**src/shared/ddr2_cmd_pkg.sv**
```systemverilog
// Constants and carrier types for the DDR2 command, OCD and ODT block
package ddr2_cmd_pkg;

    // ==========================================================
    // Widths
    localparam int unsigned ADDR_W = 13;
    localparam int unsigned DQ_W = 16;
    localparam int unsigned BANKS = 4;
    localparam int unsigned PEND_W = 16;
    localparam int unsigned STEP_W = 4;

    // ==========================================================
    // Mode register fields
    localparam int unsigned BL_LSB = 0;
    localparam int unsigned CL_LSB = 4;
    localparam int unsigned AL_LSB = 3;
    localparam int unsigned OCD_LSB = 7;
    localparam int unsigned AP_BIT = 10;
    localparam logic [2:0] BL_CODE_8 = 3'h3;
    localparam logic [1:0] BA_MRS = 2'h0;
    localparam logic [1:0] BA_EMRS1 = 2'h1;
    localparam logic [2:0] OCD_EXIT = 3'h0;
    localparam logic [2:0] OCD_DRIVE1 = 3'h1;
    localparam logic [2:0] OCD_DRIVE0 = 3'h2;
    localparam logic [2:0] OCD_ADJUST = 3'h4;
    localparam logic [2:0] OCD_DEFAULT = 3'h7;

    // ==========================================================
    // Reset values, burst lengths and step limits
    localparam logic [3:0] BL4_BEATS = 4'h4;
    localparam logic [3:0] BL8_BEATS = 4'h8;
    localparam logic [3:0] CL_RESET = 4'h3;
    localparam logic [3:0] AL_RESET = 4'h0;
    localparam logic [STEP_W-1:0] STEP_DEFAULT = 4'h8;
    localparam logic [STEP_W-1:0] STEP_MAX = 4'hf;
    localparam logic [STEP_W-1:0] STEP_MIN = 4'h0;

    // ==========================================================
    // Timing
    localparam int unsigned CLK_PERIOD_PS = 8000;
    localparam int unsigned T_OIT_PS = 12000;
    localparam int unsigned OIT_CYCLES_RAW = (T_OIT_PS + CLK_PERIOD_PS - 1) / CLK_PERIOD_PS;
    localparam logic [3:0] OIT_CYCLES = (OIT_CYCLES_RAW < 1) ? 4'h1 : 4'(OIT_CYCLES_RAW);

    // ==========================================================
    // Types
    typedef enum logic [2:0] {CMD_NONE, CMD_MODE, CMD_PRE, CMD_ACT, CMD_RD, CMD_WR} cmd_e;
    typedef enum logic [1:0] {DRV_OFF, DRV_HIGH, DRV_LOW} drive_e;

    typedef struct packed {
        logic cs_n;
        logic ras_n;
        logic cas_n;
        logic we_n;
        logic [1:0] ba;
        logic [ADDR_W-1:0] addr;
        logic odt;
    } pins_s;

    typedef struct packed {
        logic is_write;
        logic [1:0] bank;
        logic [ADDR_W-1:0] col;
    } col_req_s;

    typedef struct packed {
        logic [1:0] bank;
        logic [ADDR_W-1:0] col;
        logic [2:0] beat;
    } rd_req_s;

endpackage : ddr2_cmd_pkg

```
**src/verilog/ddr2_cmd_core.sv**
```systemverilog
// DDR2 device command decode, posted CAS, read framing, OCD and ODT logic
`timescale 1ns/10ps
`default_nettype none

module ddr2_cmd_core (
    // Clock and reset
    input wire logic i_clk,
    input wire logic i_rstn,
    // Memory link pins
    input wire logic i_mem_clk,
    input wire ddr2_cmd_pkg::pins_s i_pins,
    input wire logic [ddr2_cmd_pkg::DQ_W-1:0] i_dq,
    output logic [ddr2_cmd_pkg::DQ_W-1:0] o_dq,
    output logic o_dq_oe,
    output logic o_dqs,
    output logic o_dqs_n,
    output logic o_dqs_oe,
    // Termination
    input wire logic i_self_refresh,
    output logic o_term_en,
    // Array side
    output ddr2_cmd_pkg::col_req_s o_col_req,
    output logic o_col_exec,
    output logic o_wr_start,
    output ddr2_cmd_pkg::rd_req_s o_rd_req,
    input wire logic [ddr2_cmd_pkg::DQ_W-1:0] i_rd_data,
    // Status
    output logic [ddr2_cmd_pkg::BANKS-1:0] o_bank_open,
    output logic [ddr2_cmd_pkg::STEP_W-1:0] o_pullup_step,
    output logic [ddr2_cmd_pkg::STEP_W-1:0] o_pulldown_step
);
    import ddr2_cmd_pkg::*;

    // ==========================================================
    // Functions
    function automatic cmd_e decode_cmd(input pins_s p);
        cmd_e c;
        c = CMD_NONE;
        if (!p.cs_n) begin
            case ({p.ras_n, p.cas_n, p.we_n})
                3'h0: c = CMD_MODE;
                3'h2: c = CMD_PRE;
                3'h3: c = CMD_ACT;
                3'h5: c = CMD_RD;
                3'h4: c = CMD_WR;
                default: c = CMD_NONE;
            endcase
        end
        return c;
    endfunction : decode_cmd

    // Returns {up_inc, up_dec, dn_inc, dn_dec}; code is {first, second, third, fourth}
    function automatic logic [3:0] decode_adjust(input logic [3:0] code);
        logic [3:0] act;
        act = 4'h0;
        case (code)
            4'h0, 4'h1, 4'h2, 4'h4, 4'h8, 4'h5, 4'h6, 4'h9, 4'ha: begin
                act = {code[0], code[1], code[2], code[3]};
            end
            default: act = 4'h0;
        endcase
        return act;
    endfunction : decode_adjust

    function automatic logic [STEP_W-1:0] step_next(input logic [STEP_W-1:0] s,
                                                    input logic inc, input logic dec);
        logic [STEP_W-1:0] r;
        r = s;
        if (inc && !dec && s != STEP_MAX) begin
            r = s + 4'h1;
        end else if (dec && !inc && s != STEP_MIN) begin
            r = s - 4'h1;
        end
        return r;
    endfunction : step_next

    function automatic logic [PEND_W-1:0] bit_at(input logic [3:0] idx);
        logic [PEND_W-1:0] v;
        v = '0;
        v[idx] = 1'b1;
        return v;
    endfunction : bit_at

    // ==========================================================
    // Synchronisers and link clock edges
    logic mclk_s1_ff, mclk_s2_ff, mclk_d_ff;
    pins_s pins_s1_ff, pins_s2_ff;
    // Idle pins: deselected, termination request low, so no false turn-on after reset
    localparam pins_s PINS_IDLE = '{cs_n: 1'b1, ras_n: 1'b1, cas_n: 1'b1, we_n: 1'b1,
                                    ba: '0, addr: '0, odt: 1'b0};
    logic [DQ_W-1:0] dq_s1_ff, dq_s2_ff;
    logic mrise, mfall;

    always_ff @(posedge i_clk) begin
        if (!i_rstn) begin
            mclk_s1_ff <= 1'b0;
            mclk_s2_ff <= 1'b0;
            mclk_d_ff <= 1'b0;
            pins_s1_ff <= PINS_IDLE;
            pins_s2_ff <= PINS_IDLE;
            dq_s1_ff <= '0;
            dq_s2_ff <= '0;
        end else begin
            mclk_s1_ff <= i_mem_clk;
            mclk_s2_ff <= mclk_s1_ff;
            mclk_d_ff <= mclk_s2_ff;
            pins_s1_ff <= i_pins;
            pins_s2_ff <= pins_s1_ff;
            dq_s1_ff <= i_dq;
            dq_s2_ff <= dq_s1_ff;
        end
    end

    assign mrise = mclk_s2_ff & ~mclk_d_ff;
    assign mfall = ~mclk_s2_ff & mclk_d_ff;

    cmd_e cmd;
    assign cmd = mrise ? decode_cmd(pins_s2_ff) : CMD_NONE;

    // ==========================================================
    // Mode registers
    logic [3:0] beats_ff, cl_ff, al_ff;
    logic [3:0] rl, wl;
    logic [2:0] ocd_field;

    assign rl = al_ff + cl_ff;
    assign wl = rl - 4'h1;
    assign ocd_field = pins_s2_ff.addr[OCD_LSB +: 3];

    always_ff @(posedge i_clk) begin
        if (!i_rstn) begin
            beats_ff <= BL4_BEATS;
            cl_ff <= CL_RESET;
            al_ff <= AL_RESET;
        end else if (cmd == CMD_MODE && pins_s2_ff.ba == BA_MRS) begin
            beats_ff <= (pins_s2_ff.addr[BL_LSB +: 3] == BL_CODE_8) ? BL8_BEATS : BL4_BEATS;
            cl_ff <= {1'b0, pins_s2_ff.addr[CL_LSB +: 3]};
        end else if (cmd == CMD_MODE && pins_s2_ff.ba == BA_EMRS1) begin
            al_ff <= {1'b0, pins_s2_ff.addr[AL_LSB +: 3]};
        end
    end

    // ==========================================================
    // Bank state
    logic [BANKS-1:0] bank_open_ff;

    always_ff @(posedge i_clk) begin
        if (!i_rstn) begin
            bank_open_ff <= '0;
        end else if (cmd == CMD_ACT) begin
            bank_open_ff[pins_s2_ff.ba] <= 1'b1;
        end else if (cmd == CMD_PRE) begin
            if (pins_s2_ff.addr[AP_BIT]) begin
                bank_open_ff <= '0;
            end else begin
                // Same index as activate: banks A, B, C, D are ba 00, 01, 10, 11
                bank_open_ff[pins_s2_ff.ba] <= 1'b0;
            end
        end
    end

    assign o_bank_open = bank_open_ff;

    // ==========================================================
    // Posted CAS and latency scheduling, counted in link clocks
    logic [PEND_W-1:0] exec_pend_ff, rd_pend_ff, wr_pend_ff, adj_pend_ff;
    col_req_s req_q_ff [PEND_W];
    logic is_acc, is_rd, is_wr, is_adj;
    logic exec_fire, rd_fire, pre_fire, wr_fire, adj_fire;

    assign is_rd = (cmd == CMD_RD);
    assign is_wr = (cmd == CMD_WR);
    assign is_acc = is_rd | is_wr;
    assign is_adj = (cmd == CMD_MODE) && (pins_s2_ff.ba == BA_EMRS1) && (ocd_field == OCD_ADJUST);

    // A bit placed at index n fires n link clocks later
    assign exec_fire = mrise && ((is_acc && al_ff == 4'h0) || exec_pend_ff[1]);
    assign rd_fire = mrise && rd_pend_ff[1];
    assign pre_fire = mrise && rd_pend_ff[2];
    assign wr_fire = mrise && wr_pend_ff[1];
    assign adj_fire = mrise && adj_pend_ff[1];

    always_ff @(posedge i_clk) begin
        if (!i_rstn) begin
            exec_pend_ff <= '0;
            rd_pend_ff <= '0;
            wr_pend_ff <= '0;
            adj_pend_ff <= '0;
        end else if (mrise) begin
            exec_pend_ff <= (exec_pend_ff >> 1) | ((is_acc && al_ff != 4'h0) ? bit_at(al_ff) : '0);
            rd_pend_ff <= (rd_pend_ff >> 1) | (is_rd ? bit_at(rl) : '0);
            wr_pend_ff <= (wr_pend_ff >> 1) | (is_wr ? bit_at(wl) : '0);
            adj_pend_ff <= (adj_pend_ff >> 1) | (is_adj ? bit_at(wl) : '0);
        end
    end

    // Column requests held in a line indexed by remaining latency
    col_req_s new_req, exec_req;
    assign new_req = '{is_write: is_wr, bank: pins_s2_ff.ba, col: pins_s2_ff.addr};
    assign exec_req = (al_ff == 4'h0) ? new_req : req_q_ff[1];

    always_ff @(posedge i_clk) begin
        if (!i_rstn) begin
            for (int i = 0; i < PEND_W; i++) begin
                req_q_ff[i] <= '0;
            end
        end else if (mrise) begin
            for (int i = 0; i < PEND_W - 1; i++) begin
                req_q_ff[i] <= req_q_ff[i+1];
            end
            req_q_ff[PEND_W-1] <= '0;
            if (is_acc && al_ff != 4'h0) begin
                req_q_ff[al_ff] <= new_req;
            end
        end
    end

    always_ff @(posedge i_clk) begin
        if (!i_rstn) begin
            o_col_req <= '0;
            o_col_exec <= 1'b0;
            o_wr_start <= 1'b0;
        end else begin
            o_col_exec <= exec_fire;
            o_wr_start <= wr_fire;
            if (exec_fire) begin
                o_col_req <= exec_req;
            end
        end
    end

    // ==========================================================
    // Read burst framing
    logic [3:0] beat_ff;
    logic burst_ff, preamble_ff;
    logic [1:0] rd_bank_ff;
    logic [ADDR_W-1:0] rd_col_ff;

    always_ff @(posedge i_clk) begin
        if (!i_rstn) begin
            rd_bank_ff <= '0;
            rd_col_ff <= '0;
        end else if (exec_fire && !exec_req.is_write) begin
            rd_bank_ff <= exec_req.bank;
            rd_col_ff <= exec_req.col;
        end
    end

    always_ff @(posedge i_clk) begin
        if (!i_rstn) begin
            beat_ff <= '0;
            burst_ff <= 1'b0;
            preamble_ff <= 1'b0;
        end else if (rd_fire) begin
            beat_ff <= 4'h1;
            burst_ff <= 1'b1;
            preamble_ff <= 1'b0;
        end else if (pre_fire && !burst_ff) begin
            preamble_ff <= 1'b1;
        end else if ((mrise || mfall) && burst_ff) begin
            if (beat_ff == beats_ff) begin
                burst_ff <= 1'b0;
            end else begin
                beat_ff <= beat_ff + 4'h1;
            end
        end
    end

    assign o_rd_req = '{bank: rd_bank_ff, col: rd_col_ff,
                        beat: rd_fire ? 3'h0 : beat_ff[2:0]};

    // ==========================================================
    // OCD drive mode and adjustable mode
    drive_e drive_ff, drive_req_ff;
    logic [3:0] oit_cnt_ff;
    logic [3:0] adj_bits_ff;
    logic [2:0] adj_phase_ff;
    logic [STEP_W-1:0] up_step_ff, dn_step_ff;
    logic [3:0] act;

    always_ff @(posedge i_clk) begin
        if (!i_rstn) begin
            drive_ff <= DRV_OFF;
            drive_req_ff <= DRV_OFF;
            oit_cnt_ff <= '0;
        end else if (cmd == CMD_MODE && pins_s2_ff.ba == BA_EMRS1 &&
                     (ocd_field == OCD_DRIVE1 || ocd_field == OCD_DRIVE0 || ocd_field == OCD_EXIT)) begin
            case (ocd_field)
                OCD_DRIVE1: drive_req_ff <= DRV_HIGH;
                OCD_DRIVE0: drive_req_ff <= DRV_LOW;
                default: drive_req_ff <= DRV_OFF;
            endcase
            oit_cnt_ff <= OIT_CYCLES;
        end else if (oit_cnt_ff != 4'h0) begin
            oit_cnt_ff <= oit_cnt_ff - 4'h1;
            if (oit_cnt_ff == 4'h1) begin
                drive_ff <= drive_req_ff;
            end
        end
    end

    // Bits sampled on successive link clock edges, rising and falling, starting at write latency
    always_ff @(posedge i_clk) begin
        if (!i_rstn) begin
            adj_bits_ff <= '0;
            adj_phase_ff <= '0;
        end else if (adj_fire) begin
            adj_bits_ff <= {dq_s2_ff[0], 3'h0};
            adj_phase_ff <= 3'h1;
        end else if ((mrise || mfall) && adj_phase_ff != 3'h0) begin
            adj_bits_ff[3 - adj_phase_ff[1:0]] <= dq_s2_ff[0];
            adj_phase_ff <= (adj_phase_ff == 3'h3) ? 3'h4 : adj_phase_ff + 3'h1;
        end else if (adj_phase_ff == 3'h4) begin
            adj_phase_ff <= 3'h0;
        end
    end

    assign act = decode_adjust(adj_bits_ff);

    always_ff @(posedge i_clk) begin
        if (!i_rstn) begin
            up_step_ff <= STEP_DEFAULT;
            dn_step_ff <= STEP_DEFAULT;
        end else if (cmd == CMD_MODE && pins_s2_ff.ba == BA_EMRS1 && ocd_field == OCD_DEFAULT) begin
            up_step_ff <= STEP_DEFAULT;
            dn_step_ff <= STEP_DEFAULT;
        end else if (adj_phase_ff == 3'h4) begin
            up_step_ff <= step_next(up_step_ff, act[3], act[2]);
            dn_step_ff <= step_next(dn_step_ff, act[1], act[0]);
        end
    end

    assign o_pullup_step = up_step_ff;
    assign o_pulldown_step = dn_step_ff;

    // ==========================================================
    // Output drivers
    always_ff @(posedge i_clk) begin
        if (!i_rstn) begin
            o_dq <= '0;
            o_dq_oe <= 1'b0;
            o_dqs <= 1'b0;
            o_dqs_n <= 1'b1;
            o_dqs_oe <= 1'b0;
        end else if (drive_ff != DRV_OFF) begin
            o_dq <= (drive_ff == DRV_HIGH) ? '1 : '0;
            o_dq_oe <= 1'b1;
            o_dqs <= (drive_ff == DRV_HIGH);
            o_dqs_n <= (drive_ff != DRV_HIGH);
            o_dqs_oe <= 1'b1;
        end else if (rd_fire || ((mrise || mfall) && burst_ff && beat_ff != beats_ff)) begin
            o_dq <= i_rd_data;
            o_dq_oe <= 1'b1;
            o_dqs <= mrise;
            o_dqs_n <= ~mrise;
            o_dqs_oe <= 1'b1;
        end else if (pre_fire && !burst_ff) begin
            o_dq_oe <= 1'b0;
            o_dqs <= 1'b0;
            o_dqs_n <= 1'b1;
            o_dqs_oe <= 1'b1;
        end else if ((mrise || mfall) && (burst_ff || preamble_ff)) begin
            o_dq_oe <= 1'b0;
            o_dqs <= 1'b0;
            o_dqs_n <= 1'b1;
            o_dqs_oe <= preamble_ff && !burst_ff;
        end else if (!burst_ff && !preamble_ff && !pre_fire) begin
            o_dq_oe <= 1'b0;
            o_dqs_oe <= 1'b0;
            o_dqs <= 1'b0;
            o_dqs_n <= 1'b1;
        end
    end

    // ==========================================================
    // Termination
    always_ff @(posedge i_clk) begin
        if (!i_rstn) begin
            o_term_en <= 1'b0;
        end else begin
            o_term_en <= pins_s2_ff.odt && !i_self_refresh;
        end
    end

endmodule : ddr2_cmd_core

`default_nettype wire

```
**config.mk**
```make
export PLATFORM = sky130hd
export DESIGN_NAME = ddr2_cmd_core
export DESIGN_NICKNAME = d
export VERILOG_FILES = /design/src/shared/ddr2_cmd_pkg.sv /design/src/verilog/ddr2_cmd_core.sv
export SDC_FILE = /design/constraint.sdc
export NUM_CORES = 1
export LEC_CHECK = 0
export BUFFER_PORTS_ARGS = -buffer_cell sky130_fd_sc_hd__buf_4
export CORE_MARGIN = 4
export CORE_UTILIZATION = 42
export CTS_BUF_LIST = sky130_fd_sc_hd__clkbuf_8 sky130_fd_sc_hd__clkbuf_16
export CTS_CLUSTER_SIZE = 25
export DETAILED_ROUTE_END_ITERATION = 7
export SYNTH_ARGS = -nofsm -noshare
export SYNTH_HDL_FRONTEND = slang
export SYNTH_SLANG_ARGS = --single-unit
```
**constraint.sdc**
```tcl
create_clock -name i_clk -period 7.55 [get_ports i_clk]
set_clock_uncertainty 0.15 [all_clocks]
set_input_delay 1.1325 -clock i_clk [delete_from_list [all_inputs] [get_ports i_clk]]
set_output_delay 1.1325 -clock i_clk [all_outputs]
set_load 0.05 [all_outputs]
```
# After elaboration in Yosys (flattened, before gate mapping)
# Memories as Yosys holds them, arrays and structs flattened.
# Index checks and enable logic that the tools add are counted.
[op_classes]
bitwise = 34
shifts = 0
eq_ne = 34
n_addsub = 10
div = 0
multipliers = 0
reduce_logical = 84
magnitude_cmp = 10
mux = 89
[op_table]
columns = ["op", "count"]
rows = [
  ["16-bit two-way mux", 23],
  ["15-bit by 16-bit bitwise OR with 16-bit output", 3],
  ["4-bit two-way mux", 11],
  ["1-bit two-way mux", 38],
  ["1-bit logical AND", 35],
  ["32-bit by 1-bit greater-or-equal comparator with 1-bit output (second input constant)", 1],
  ["32-bit by 3-bit < comparator with 1-bit output (second input constant)", 1],
  ["3-bit by 2-bit equality test with 1-bit output (second input constant)", 7],
  ["3-bit equality test (second input constant)", 7],
  ["2-bit nonzero test", 10],
  ["3-bit two-way mux", 6],
  ["1-bit bitwise OR", 17],
  ["4-bit nonzero test", 4],
  ["4-bit by 1-bit subtractor with 4-bit output (second input constant)", 4],
  ["15-bit by 8-bit bitwise OR with 15-bit output", 1],
  ["3-bit one-hot mux with 5 select lines", 1],
  ["4-bit by 1-bit adder with 4-bit output (second input constant)", 3],
  ["4-bit by 3-bit equality test with 1-bit output (second input constant)", 3],
  ["4-bit equality test (second input constant)", 3],
  ["3-bit AND reduction", 4],
  ["4-bit by 5-bit < comparator with 1-bit output (second input constant)", 2],
  ["1-bit logical NOT", 9],
  ["9-bit OR reduction", 1],
  ["1-bit demux with 4-bit select", 2],
  ["36 further kinds", 65],
]
[totals]
ff_bits = 206
latchBits = 0
elab_cells = 316
inputBits = 56
out_inout_bits = 69
ram_bits = 256
rom_bits = 0
mem_count = 1
[memory_table]
columns = ["name", "words", "word_bits", "rd", "rd_clocked_by_memory_dff", "write_ports", "line", "source"]
rows = [
  ["req_q_ff", 16, 16, 15, 0, 17, "ddr2_cmd_core.sv:167", "col_req_s req_q_ff [PEND_W];"],
]

# Longest topological paths before layout
# Gate-level depths: netlist (run 1).
[depth]
ltp_word = 11
depth_mapped = 9
ltp_nobuf = 8

# Worst setup path after synthesis (run 1)
# Ideal clock, no wire load.
[synth_path]
path_type = "flip-flop to output port"
from = "register mclk_d_ff"
to = "output o_rd_req[0] (netlist name)"
t_arrival_ns = 1.691
n_path_buf = 2
path_slack_ns = 4.577
path_stages_with_launch = 6
required_time_ns = 6.267
cell_sequence = "dfxtp_1 inv_1 ha_1 buf_2 buf_1 a21oi_1"
[synth_rtl]
columns = ["element", "line", "source"]
rows = [
  ["from (decl)", "ddr2_cmd_core.sv:86", "logic mclk_s1_ff, mclk_s2_ff, mclk_d_ff;"],
  ["from (signal assigned)", "ddr2_cmd_core.sv:106", "mclk_d_ff <= mclk_s2_ff;"],
  ["to (decl)", "ddr2_cmd_core.sv:25", "output ddr2_cmd_pkg::rd_req_s o_rd_req,"],
]

==> results_dict.tcl, run 1 <==
set metrics [dict create \
    status "finished clean" \
    total_power_mw 3.357 \
    clkPwrFrac_pct 44.7 \
    drc 0 \
    end_kind "output pin" \
    worstSetupPathType "flip-flop to output pin" \
    ant_nets 0 \
    syn_nets 1153 \
    detail_route.wl_per_cell_um 15.40 \
    synth_cells 1079 \
    dieArea_mm2 0.03253 \
    grt_pass1_wl_um 39450 \
    die_h_um 180.4 \
    antenna_cells 0 \
    vias_per_cell 5.114 \
    timing.setup.tns_ns 0 \
    io_buffers 109 \
    num_rows 62 \
    period_needed_ns 3.477 \
    seq_power_share_pct 52.6 \
    ys.flop_type "dfxtp_1" \
    syn-cell-area_mm2 0.01248 \
    p_leak_nw 6.128 \
    initialDrtViolationCount 391 \
    clock.fmax_ghz 0.2876 \
    report.final.hold_viol_count 0 \
    dp_hpwl_um 16590 \
    routabilityCongestion 0.7817 \
    combinationalPowerShare_pct 2.7 \
    vias 7973 \
    final_common_cell "dfxtp_1" \
    worst_pin_slew_ns 1.243 \
    core_area_mm2 0.02901 \
    die_w_um 180.4 \
    grt_use_total_pct 14.30 \
    intPower_mw 2.655 \
    hp-class "flip-flop to flip-flop" \
    p_sw_mw 0.7019 \
    grt_pass1_vias 7551 \
    io_pins 125 \
    first_pass_iters 5 \
    initial_utilization_pct 43.00 \
    yosysSeqAreaShare_pct 57.77 \
    cts_root_buffer "clkbuf_16" \
    final_max_slew_viol_count 0 \
    synth_seq_cells 304 \
    hold_slack_ns 0.2564 \
    layout.cells.non_filler 1559 \
    cts_resized 0 \
    postCtsSetupRepairBufs 0 \
    clk_pin_slew_worst_paths_ns 0.06 \
    slew-limit-headroom_pct 17.15 \
    cts-hold-fix-buffers 0 \
    wl_um 24000 \
    cts.sinks 304 \
    clock_path_buffers 3 \
    powerDensity_mw_per_mm2 231.4 \
    final_cell_mix "dfxtp_1, buf_4, edfxtp_1" \
    synth-edff-count 112 \
    rsz0062_at_grt "no" \
    swShare_pct 20.91 \
    drive_gt1_share_pct 19.49 \
    cp_data_required_time_ns 6.27 \
    htree_levels 1 \
    dp_cells 1501 \
    cts_tree "built" \
    avgSynthCellArea_um2 11.56 \
    cap_violations 0 \
    start_kind "flip-flop" \
    synth_cell_types 67 \
    finalCritPeriodShare_pct 46.06 \
    num-nets-final 1224 \
    grt_overflow 0 \
    peakVddDrop_mv 0.1483 \
    worst-r2r-setup-slack_ns 4.37 \
    async_reset_ff_share_pct 0 \
    cp_max_fo 37 \
    cts_made_buffers 31 \
    setup-violations-final 0 \
    clk_latency_ns 0.55 \
    area_growth_syn_to_layout_pct 16.32 \
    grt_max_degree 66 \
    grt_antenna_before_repair 0 \
    arrival_ns 2.19 \
    synth_warnings 0 \
]
[cells by family (layout without fill, tap and decap cells)]
group / after synthesis / count (layout) / share of synthesized area [%]
xor gates and xnor gates: 12 / 12 / 0.9628
AOI/OAI and AO/OA: 302 / 302 / 18.72
DFF: 304 / 304 / 57.77
muxes: 56 / 56 / 4.714
and+or+nand+nor: 276 / 276 / 11.95
adders and majority gates: 18 / 18 / 1.986
buffers and inverters: 111 / 207 / 3.891
[worst max-delay path: stages, from the launching register on]
cell and delay [ns]:
dfxtp_1 0.30, inv_1 0.05, ha_1 0.28, buf_4 0.45
nand2_1 0.18, and2_1 0.20, buf_4 0.18
[area by class of cell]
cell class / count / area [um^2]
clock inverter: 17 / 92.59
timing repair buffer: 117 / 878.3
tap: 384 / 480.5
sequential: 304 / 7207
inverter: 32 / 120.1
fill: 2635 / 14500
multi-input combinational: 664 / 4786
clock buffer: 41 / 947.2
[power groups by stage]
stage | Sequential [mW] | Combinational (mW) | Clock (mW)
after global routing | 1.77 | 0.103 | 1.60
after floorplan | 1.79 | 0.0658 | 0
after global placement | 1.80 | 0.0920 | 0
after detailed placement | 1.80 | 0.0932 | 0
final | 1.77 | 0.0917 | 1.50
after CTS | 1.77 | 0.0934 | 1.54
[path summary, 6_finish.rpt]
check | to | depth (start not counted) | from
setup / recovery | o_rd_req[2] | 6 | mclk_d_ff$_SDFF_PN0_
hold / removal | pins_s2_ff[17]$_SDFF_PN1_ | 1 | pins_s1_ff[17]$_SDFF_PN1_
setup reg to reg | o_col_req[0]$_SDFFE_PN0P_ | 8 | mclk_d_ff$_SDFF_PN0_
hold reg to reg | pins_s2_ff[17]$_SDFF_PN1_ | 1 | pins_s1_ff[17]$_SDFF_PN1_
[Yosys cell counts, drive strengths merged (22+ instances only)]
master | n | area (um^2)
dfxtp | 192 | 3844
edfxtp | 112 | 3363
a22o | 101 | 884.6
nand2 | 88 | 330.3
o21ai | 85 | 470.5
and2 | 57 | 356.6
clkbuf | 40 | 150.1
buf | 39 | 215.2
nor2 | 37 | 141.4
mux2i | 34 | 340.3
inv | 32 | 120.1
o211a | 30 | 300.3
nor2b | 23 | 143.9
mux2 | 22 | 247.7
nand3 | 22 | 170.2
[registers in the layout, indices dropped and copies added (netlist names), 4 cells and up]
signal,cells
o_bank_open,4
adj_pend_ff,15
new_req,15
oit_cnt_ff,4
req_q_ff,112
pins_s1_ff,20
adj_bits_ff,4
o_dq,16
rd_pend_ff,15
pins_s2_ff,5
wr_pend_ff,15
beat_ff,4
o_col_req,16
o_pullup_step,4
rd_col_ff,13
exec_pend_ff,7
o_pulldown_step,4
[stage by stage]
stage / instance area [um^2] / utilization (%) / worst slack (ns)
finish: 14510 / 50.02 / 4.073
global route: 14510 / 50.02 / 3.897
CTS: 14510 / 50.02 / 4.033
detailed placement: 13470 / 46.43 / 3.508
global placement: 13470 / 46.43 / 3.548
floorplan: 12480 / - / 4.577
[routing by layer]
metal	track usage, %	share of wire (%)	vias to the layer above
met5	0	0	-
met4	3.206	1.8	0
met3	2.786	5.0	37
met2	22.08	43	173
met1	20.98	50	3676
li1	-	-	4087
Power figures use the tool's default switching activity.
==> run 2: changes to the inputs <==
- clock period: 7.55 -> 3.2 ns (I/O delays scaled with it)
==> run 2 against run 1 <==
Via count increased by 1.9%. Sequential power is 140% higher. Clock power grew 140%. Design area rose by 1.8%. Routed wire length up 0.82%. Register-to-register slack worse by 3.8 ns. Count of clock-buffer cells in the layout shrank 9. Critical path type unchanged. Highest routed layer unchanged.
==> results_dict.tcl, run 2 (same netlist as run 1, synthesis figures left out) <==
set metrics [dict create \
    vias_per_cell 5.127 \
    dp_cells 1512 \
    swShare_pct 19.93 \
    ant_nets 0 \
    drc 0 \
    status "finished clean" \
    powerDensity_mw_per_mm2 538.5 \
    num_rows 62 \
    first_pass_iters 6 \
    clk_pin_slew_worst_paths_ns 0.06 \
    initial_utilization_pct 43.00 \
    intPower_mw 6.369 \
    num-nets-final 1257 \
    peakVddDrop_mv 0.3493 \
    regMostFlops "req_q_ff" \
    grt_antenna_before_repair 0 \
    clkPwrFrac_pct 44.6 \
    drive_gt1_share_pct 18.98 \
    largest_reg_flops 112 \
    fin_area_mm2 0.01477 \
    slowest_delay_ns 0.35 \
    grt_use_total_pct 14.45 \
    setup-violations-final 0 \
    grt_pass1_vias 7689 \
    crit_slowest_cell "dfxtp_1" \
    die_w_um 180.4 \
    hp-class "input port to flip-flop" \
    p_sw_mw 1.585 \
    slew-limit-headroom_pct 19.13 \
    arrival_ns 2.25 \
    dieArea_mm2 0.03253 \
    grt_pass1_wl_um 40030 \
    cp.buffers_inverters 3 \
    final_cell_mix "dfxtp_1, buf_4, edfxtp_1" \
    seq_power_share_pct 52.4 \
    detail_route.wl_per_cell_um 15.27 \
    pre_cts_ws_ns 0.5814 \
    final_max_slew_viol_count 0 \
    io_pins 125 \
    clock.fmax_ghz 0.3477 \
    htree_levels 1 \
    worst_pin_slew_ns 1.213 \
    rsz0062_at_grt "no" \
    worstSetupPathType "flip-flop to output pin" \
    reg_top3 "req_q_ff (112), pins_s1_ff (20)" \
    final_util_pct 50.91 \
    end_kind "output pin" \
    core_area_mm2 0.02901 \
    path_delay_family "buffers and inverters" \
    dp_hpwl_um 17000 \
    finalCritPeriodShare_pct 89.87 \
    path_cells "ha_1 -> buf_4 -> buf_4 -> nand2_1 -> and2_1 -> buf_4" \
    crit_top_cell "buf_4" \
    grt_overflow 0 \
    die_h_um 180.4 \
    antenna_cells 0 \
    placed_area_mm2 0.01355 \
    final_common_cell "dfxtp_1" \
    setup_ws_ns 0.3243 \
    combinationalPowerShare_pct 3.1 \
    cts_made_buffers 31 \
    routabilityCongestion 0.7736 \
    timing.setup.tns_ns 0 \
    cts_root_buffer "clkbuf_16" \
    cp_max_fo 24 \
    p_leak_nw 6.261 \
    period_needed_ns 2.876 \
    layout.cells.non_filler 1585 \
    start_kind "flip-flop" \
    io_buffers 109 \
    report.final.hold_viol_count 0 \
    area_growth_syn_to_layout_pct 18.40 \
    cts.sinks 304 \
    wl_um 24200 \
    grt_max_degree 40 \
    cap_violations 0 \
    clock_path_buffers 3 \
    cts_tree "built" \
    vias 8126 \
    cp_data_required_time_ns 2.57 \
    initialDrtViolationCount 487 \
    clk_latency_ns 0.55 \
]
==> run 2: per-layer routing <==
metal / up-vias / part of all wire [%] / track usage [%]
met4: 0 / 2.2 / 3.781
li1: 4153 / - / -
met1: 3748 / 51 / 21.80
met2: 187 / 41 / 21.27
met3: 38 / 5.6 / 2.947
met5: - / 0 / 0
==> run 2: cell type report <==
cell class,count,area (um^2)
clock inverters,19,207.7
clock buffers,32,789.5
multi-input cells,664,4786
well taps,384,480.5
fillers,2640,14240
repair buffers,150,1181
inverters,32,120.1
flip-flops and latches,304,7207
==> run 2: stage by stage <==
step / hold WS (ns) / total power, mW
4_1_cts: 0.01279 / 8.056
6_report: 0.03222 / 7.954
3_3_place_gp: 0.2413 / 4.469
3_5_place_dp: 0.2437 / 4.475
2_1_floorplan: 0.2363 / 4.375
5_1_grt: 0.007677 / 8.264
==> run 2: timing repair <==
action / 4_1_cts / 5_1_grt
hold buffers: 22 / 0
buffers inserted: 0 / 0
setup endpoints to repair: 0 / 0
endpoints found under the hold margin: 22 / 0
resized for setup: 0 / 0
==> run 2: final timing paths <==
path                             start  slack [ns]  cells after the start                        end
min reg2reg  pins_s1_ff[16]$_SDFF_PN1_        0.26                      1  pins_s2_ff[16]$_SDFF_PN1_
max reg2reg      mclk_s2_ff$_SDFF_PN0_        0.60                      5   req_q_ff[6][9]$_DFFE_PP_
max              mclk_s2_ff$_SDFF_PN0_        0.32                      6                o_rd_req[2]
min                            i_dq[0]        0.03                      2     dq_s1_ff[0]$_SDFF_PN0_
==> run 2: power by group through the flow <==
stage	combinational (mW)	sequential (mW)	clock (mW)
floorplan	0.155	4.22	0
global placement	0.224	4.25	0
detailed placement	0.226	4.25	0
CTS	0.247	4.17	3.64
global route	0.272	4.17	3.82
finish	0.244	4.16	3.55
==> run 3: changes to the inputs <==
- CORE_UTILIZATION: 42 -> 36
- CTS_CLUSTER_SIZE: 25 -> 14
==> run 3 against run 2 <==
Combinational power is 7% lower. Cell count is 3.6% higher. Fmax is 11% higher. Register-to-register slack better by 0.02 ns. Flip-flop and latch count stayed put. Worst hold slack worse by 0.0025 ns. Clock power is 5% higher. Via count is 1.7% lower. Total power is 2.0% higher. Global-route usage is 1.8 points lower. Sequential power hardly changed. Critical endpoint is now req_q_ff[3][1]$_DFFE_PP_. Largest power group unchanged.
==> results_dict.tcl, run 3 (same netlist as run 1, synthesis figures left out) <==
set metrics [dict create \
    multi_input_area_mm2 0.004798 \
    p_leak_nw 6.261 \
    fin_area_mm2 0.01478 \
    num_rows 67 \
    final_util_pct 43.63 \
    finalCritPeriodShare_pct 80.61 \
    clk_latency_ns 0.50 \
    final_common_cell "dfxtp_1" \
    rsz0062_at_grt "no" \
    seqCellArea_mm2 0.007207 \
    crit_slowest_cell "a31oi_1" \
    cts_made_buffers 35 \
    clk_pin_slew_worst_paths_ns 0.05 \
    final_cell_mix "dfxtp_1, buf_4, edfxtp_1" \
    postCtsSetupRepairBufs 0 \
    rr_startpoint "mclk_s2_ff$_SDFF_PN0_" \
    r2r_end "req_q_ff[3][1]$_DFFE_PP_" \
    grt_use_total_pct 12.64 \
    routabilityCongestion 0.7558 \
    initialDrtViolationCount 387 \
    timing.setup.tns_ns 0 \
    arrival_ns 2.80 \
    grt_pass1_vias 7493 \
    min_path_cells 2 \
    final_max_slew_viol_count 0 \
    wl_um 24560 \
    cts.sinks 304 \
    clock.fmax_ghz 0.3877 \
    detail_route.wl_per_cell_um 14.96 \
    worst-r2r-setup-slack_ns 0.62 \
    cp_max_fo 16 \
    path_cells "ha_1 -> buf_4 -> nand2_1 -> a31oi_1 -> a22o_1" \
    initial_utilization_pct 36.84 \
    setup-violations-final 0 \
    cap_violations 0 \
    grt_pass1_wl_um 40300 \
    hp-class "input port to flip-flop" \
    vias_per_cell 4.864 \
    reg2reg_depth 5 \
    drc 0 \
    die_h_um 194.2 \
    start_kind "flip-flop" \
    powerDensity_mw_per_mm2 549.1 \
    slew-limit-headroom_pct 21.54 \
    total_power_mw 8.114 \
    reg_top3 "req_q_ff (112), pins_s1_ff (20)" \
    cp_data_required_time_ns 3.42 \
    die_w_um 194.2 \
    cts_tree "built" \
    io_buffers 109 \
    ant_nets 0 \
    period_needed_ns 2.579 \
    setup_ws_ns 0.6205 \
    core_area_mm2 0.03387 \
    path_delay_family "compound AO/OA/AOI/OAI gates" \
    min_to "pins_s1_ff[0]$_SDFF_PN0_" \
    status "finished clean" \
    end_kind "flip-flop" \
    worst_pin_slew_ns 1.171 \
    num-nets-final 1242 \
    dp_hpwl_um 17210 \
    pre_cts_ws_ns 0.5758 \
    largest_reg_flops 112 \
    drive_gt1_share_pct 19.51 \
    slowest_delay_ns 0.91 \
    worstSetupPathType "flip-flop to flip-flop" \
    clock_path_buffers 3 \
    layout.cells.non_filler 1642 \
    peakVddDrop_mv 0.3210 \
    grt_antenna_before_repair 0 \
    regMostFlops "req_q_ff" \
    hold_start "i_pins[0]" \
    dp_cells 1576 \
    antenna_cells 0 \
    cts_root_buffer "clkbuf_16" \
    htree_levels 2 \
    n_fill_cell 3206 \
    cp.buffers_inverters 1 \
    area_growth_syn_to_layout_pct 18.44 \
    vias 7987 \
    placed_area_mm2 0.01363 \
    dieArea_mm2 0.03770 \
    hold_slack_ns 0.02974 \
    grt_overflow 0 \
    io_pins 125 \
    grt_max_degree 59 \
    report.final.hold_viol_count 0 \
    first_pass_iters 5 \
]
==> run 3: how the worst max path moves through the flow <==
stage,slack [ns],startpoint,depth (start not counted),endpoint
3_3_place_gp,0.62,i_rstn,4,req_q_ff[3][10]$_DFFE_PP_
5_1_grt,0.41,mclk_s2_ff$_SDFF_PN0_,5,req_q_ff[2][6]$_DFFE_PP_
3_5_place_dp,0.58,i_rstn,4,req_q_ff[3][7]$_DFFE_PP_
4_1_cts,0.57,mclk_s2_ff$_SDFF_PN0_,6,rd_col_ff[5]$_SDFFE_PN0P_
6_report,0.62,mclk_s2_ff$_SDFF_PN0_,5,req_q_ff[3][1]$_DFFE_PP_
2_1_floorplan,0.64,o_pullup_step[0]$_SDFFE_PP0P_,8,o_pullup_step[3]$_SDFFE_PP1P_
==> run 3: area by class of cell <==
cell class	count	share of cell area [%]
flip-flops and latches	304	48.77
well taps	448	3.793
clock buffers	41	6.562
repair buffers	131	6.706
multi-input cells	664	32.47
clock inverters	22	0.8806
inverters	32	0.8129
==> run 3: layer usage <==
layer  wire length, um  share of wire (%)  track usage [%]
met1             12390                 50            18.33
met2             10540                 43            19.07
met5                 0                  0                0
met4               558                2.3            4.010
met3              1067                4.3            2.554
==> run 3: what timing repair did <==
action,CTS,global route
endpoints found under the setup margin,0,0
hold buffers,3,0
resized for setup,0,0
hold endpoints to repair,3,0
==> run 3: power by group <==
group          switching (mW)  total (mW)  leakage [nW]  internal, mW
Clock                    1.49        3.72         0.586          2.23
Sequential             0.0560        4.17          2.73          4.11
Combinational           0.137       0.228          2.94        0.0909
Total                    1.68        8.11          6.26          6.43
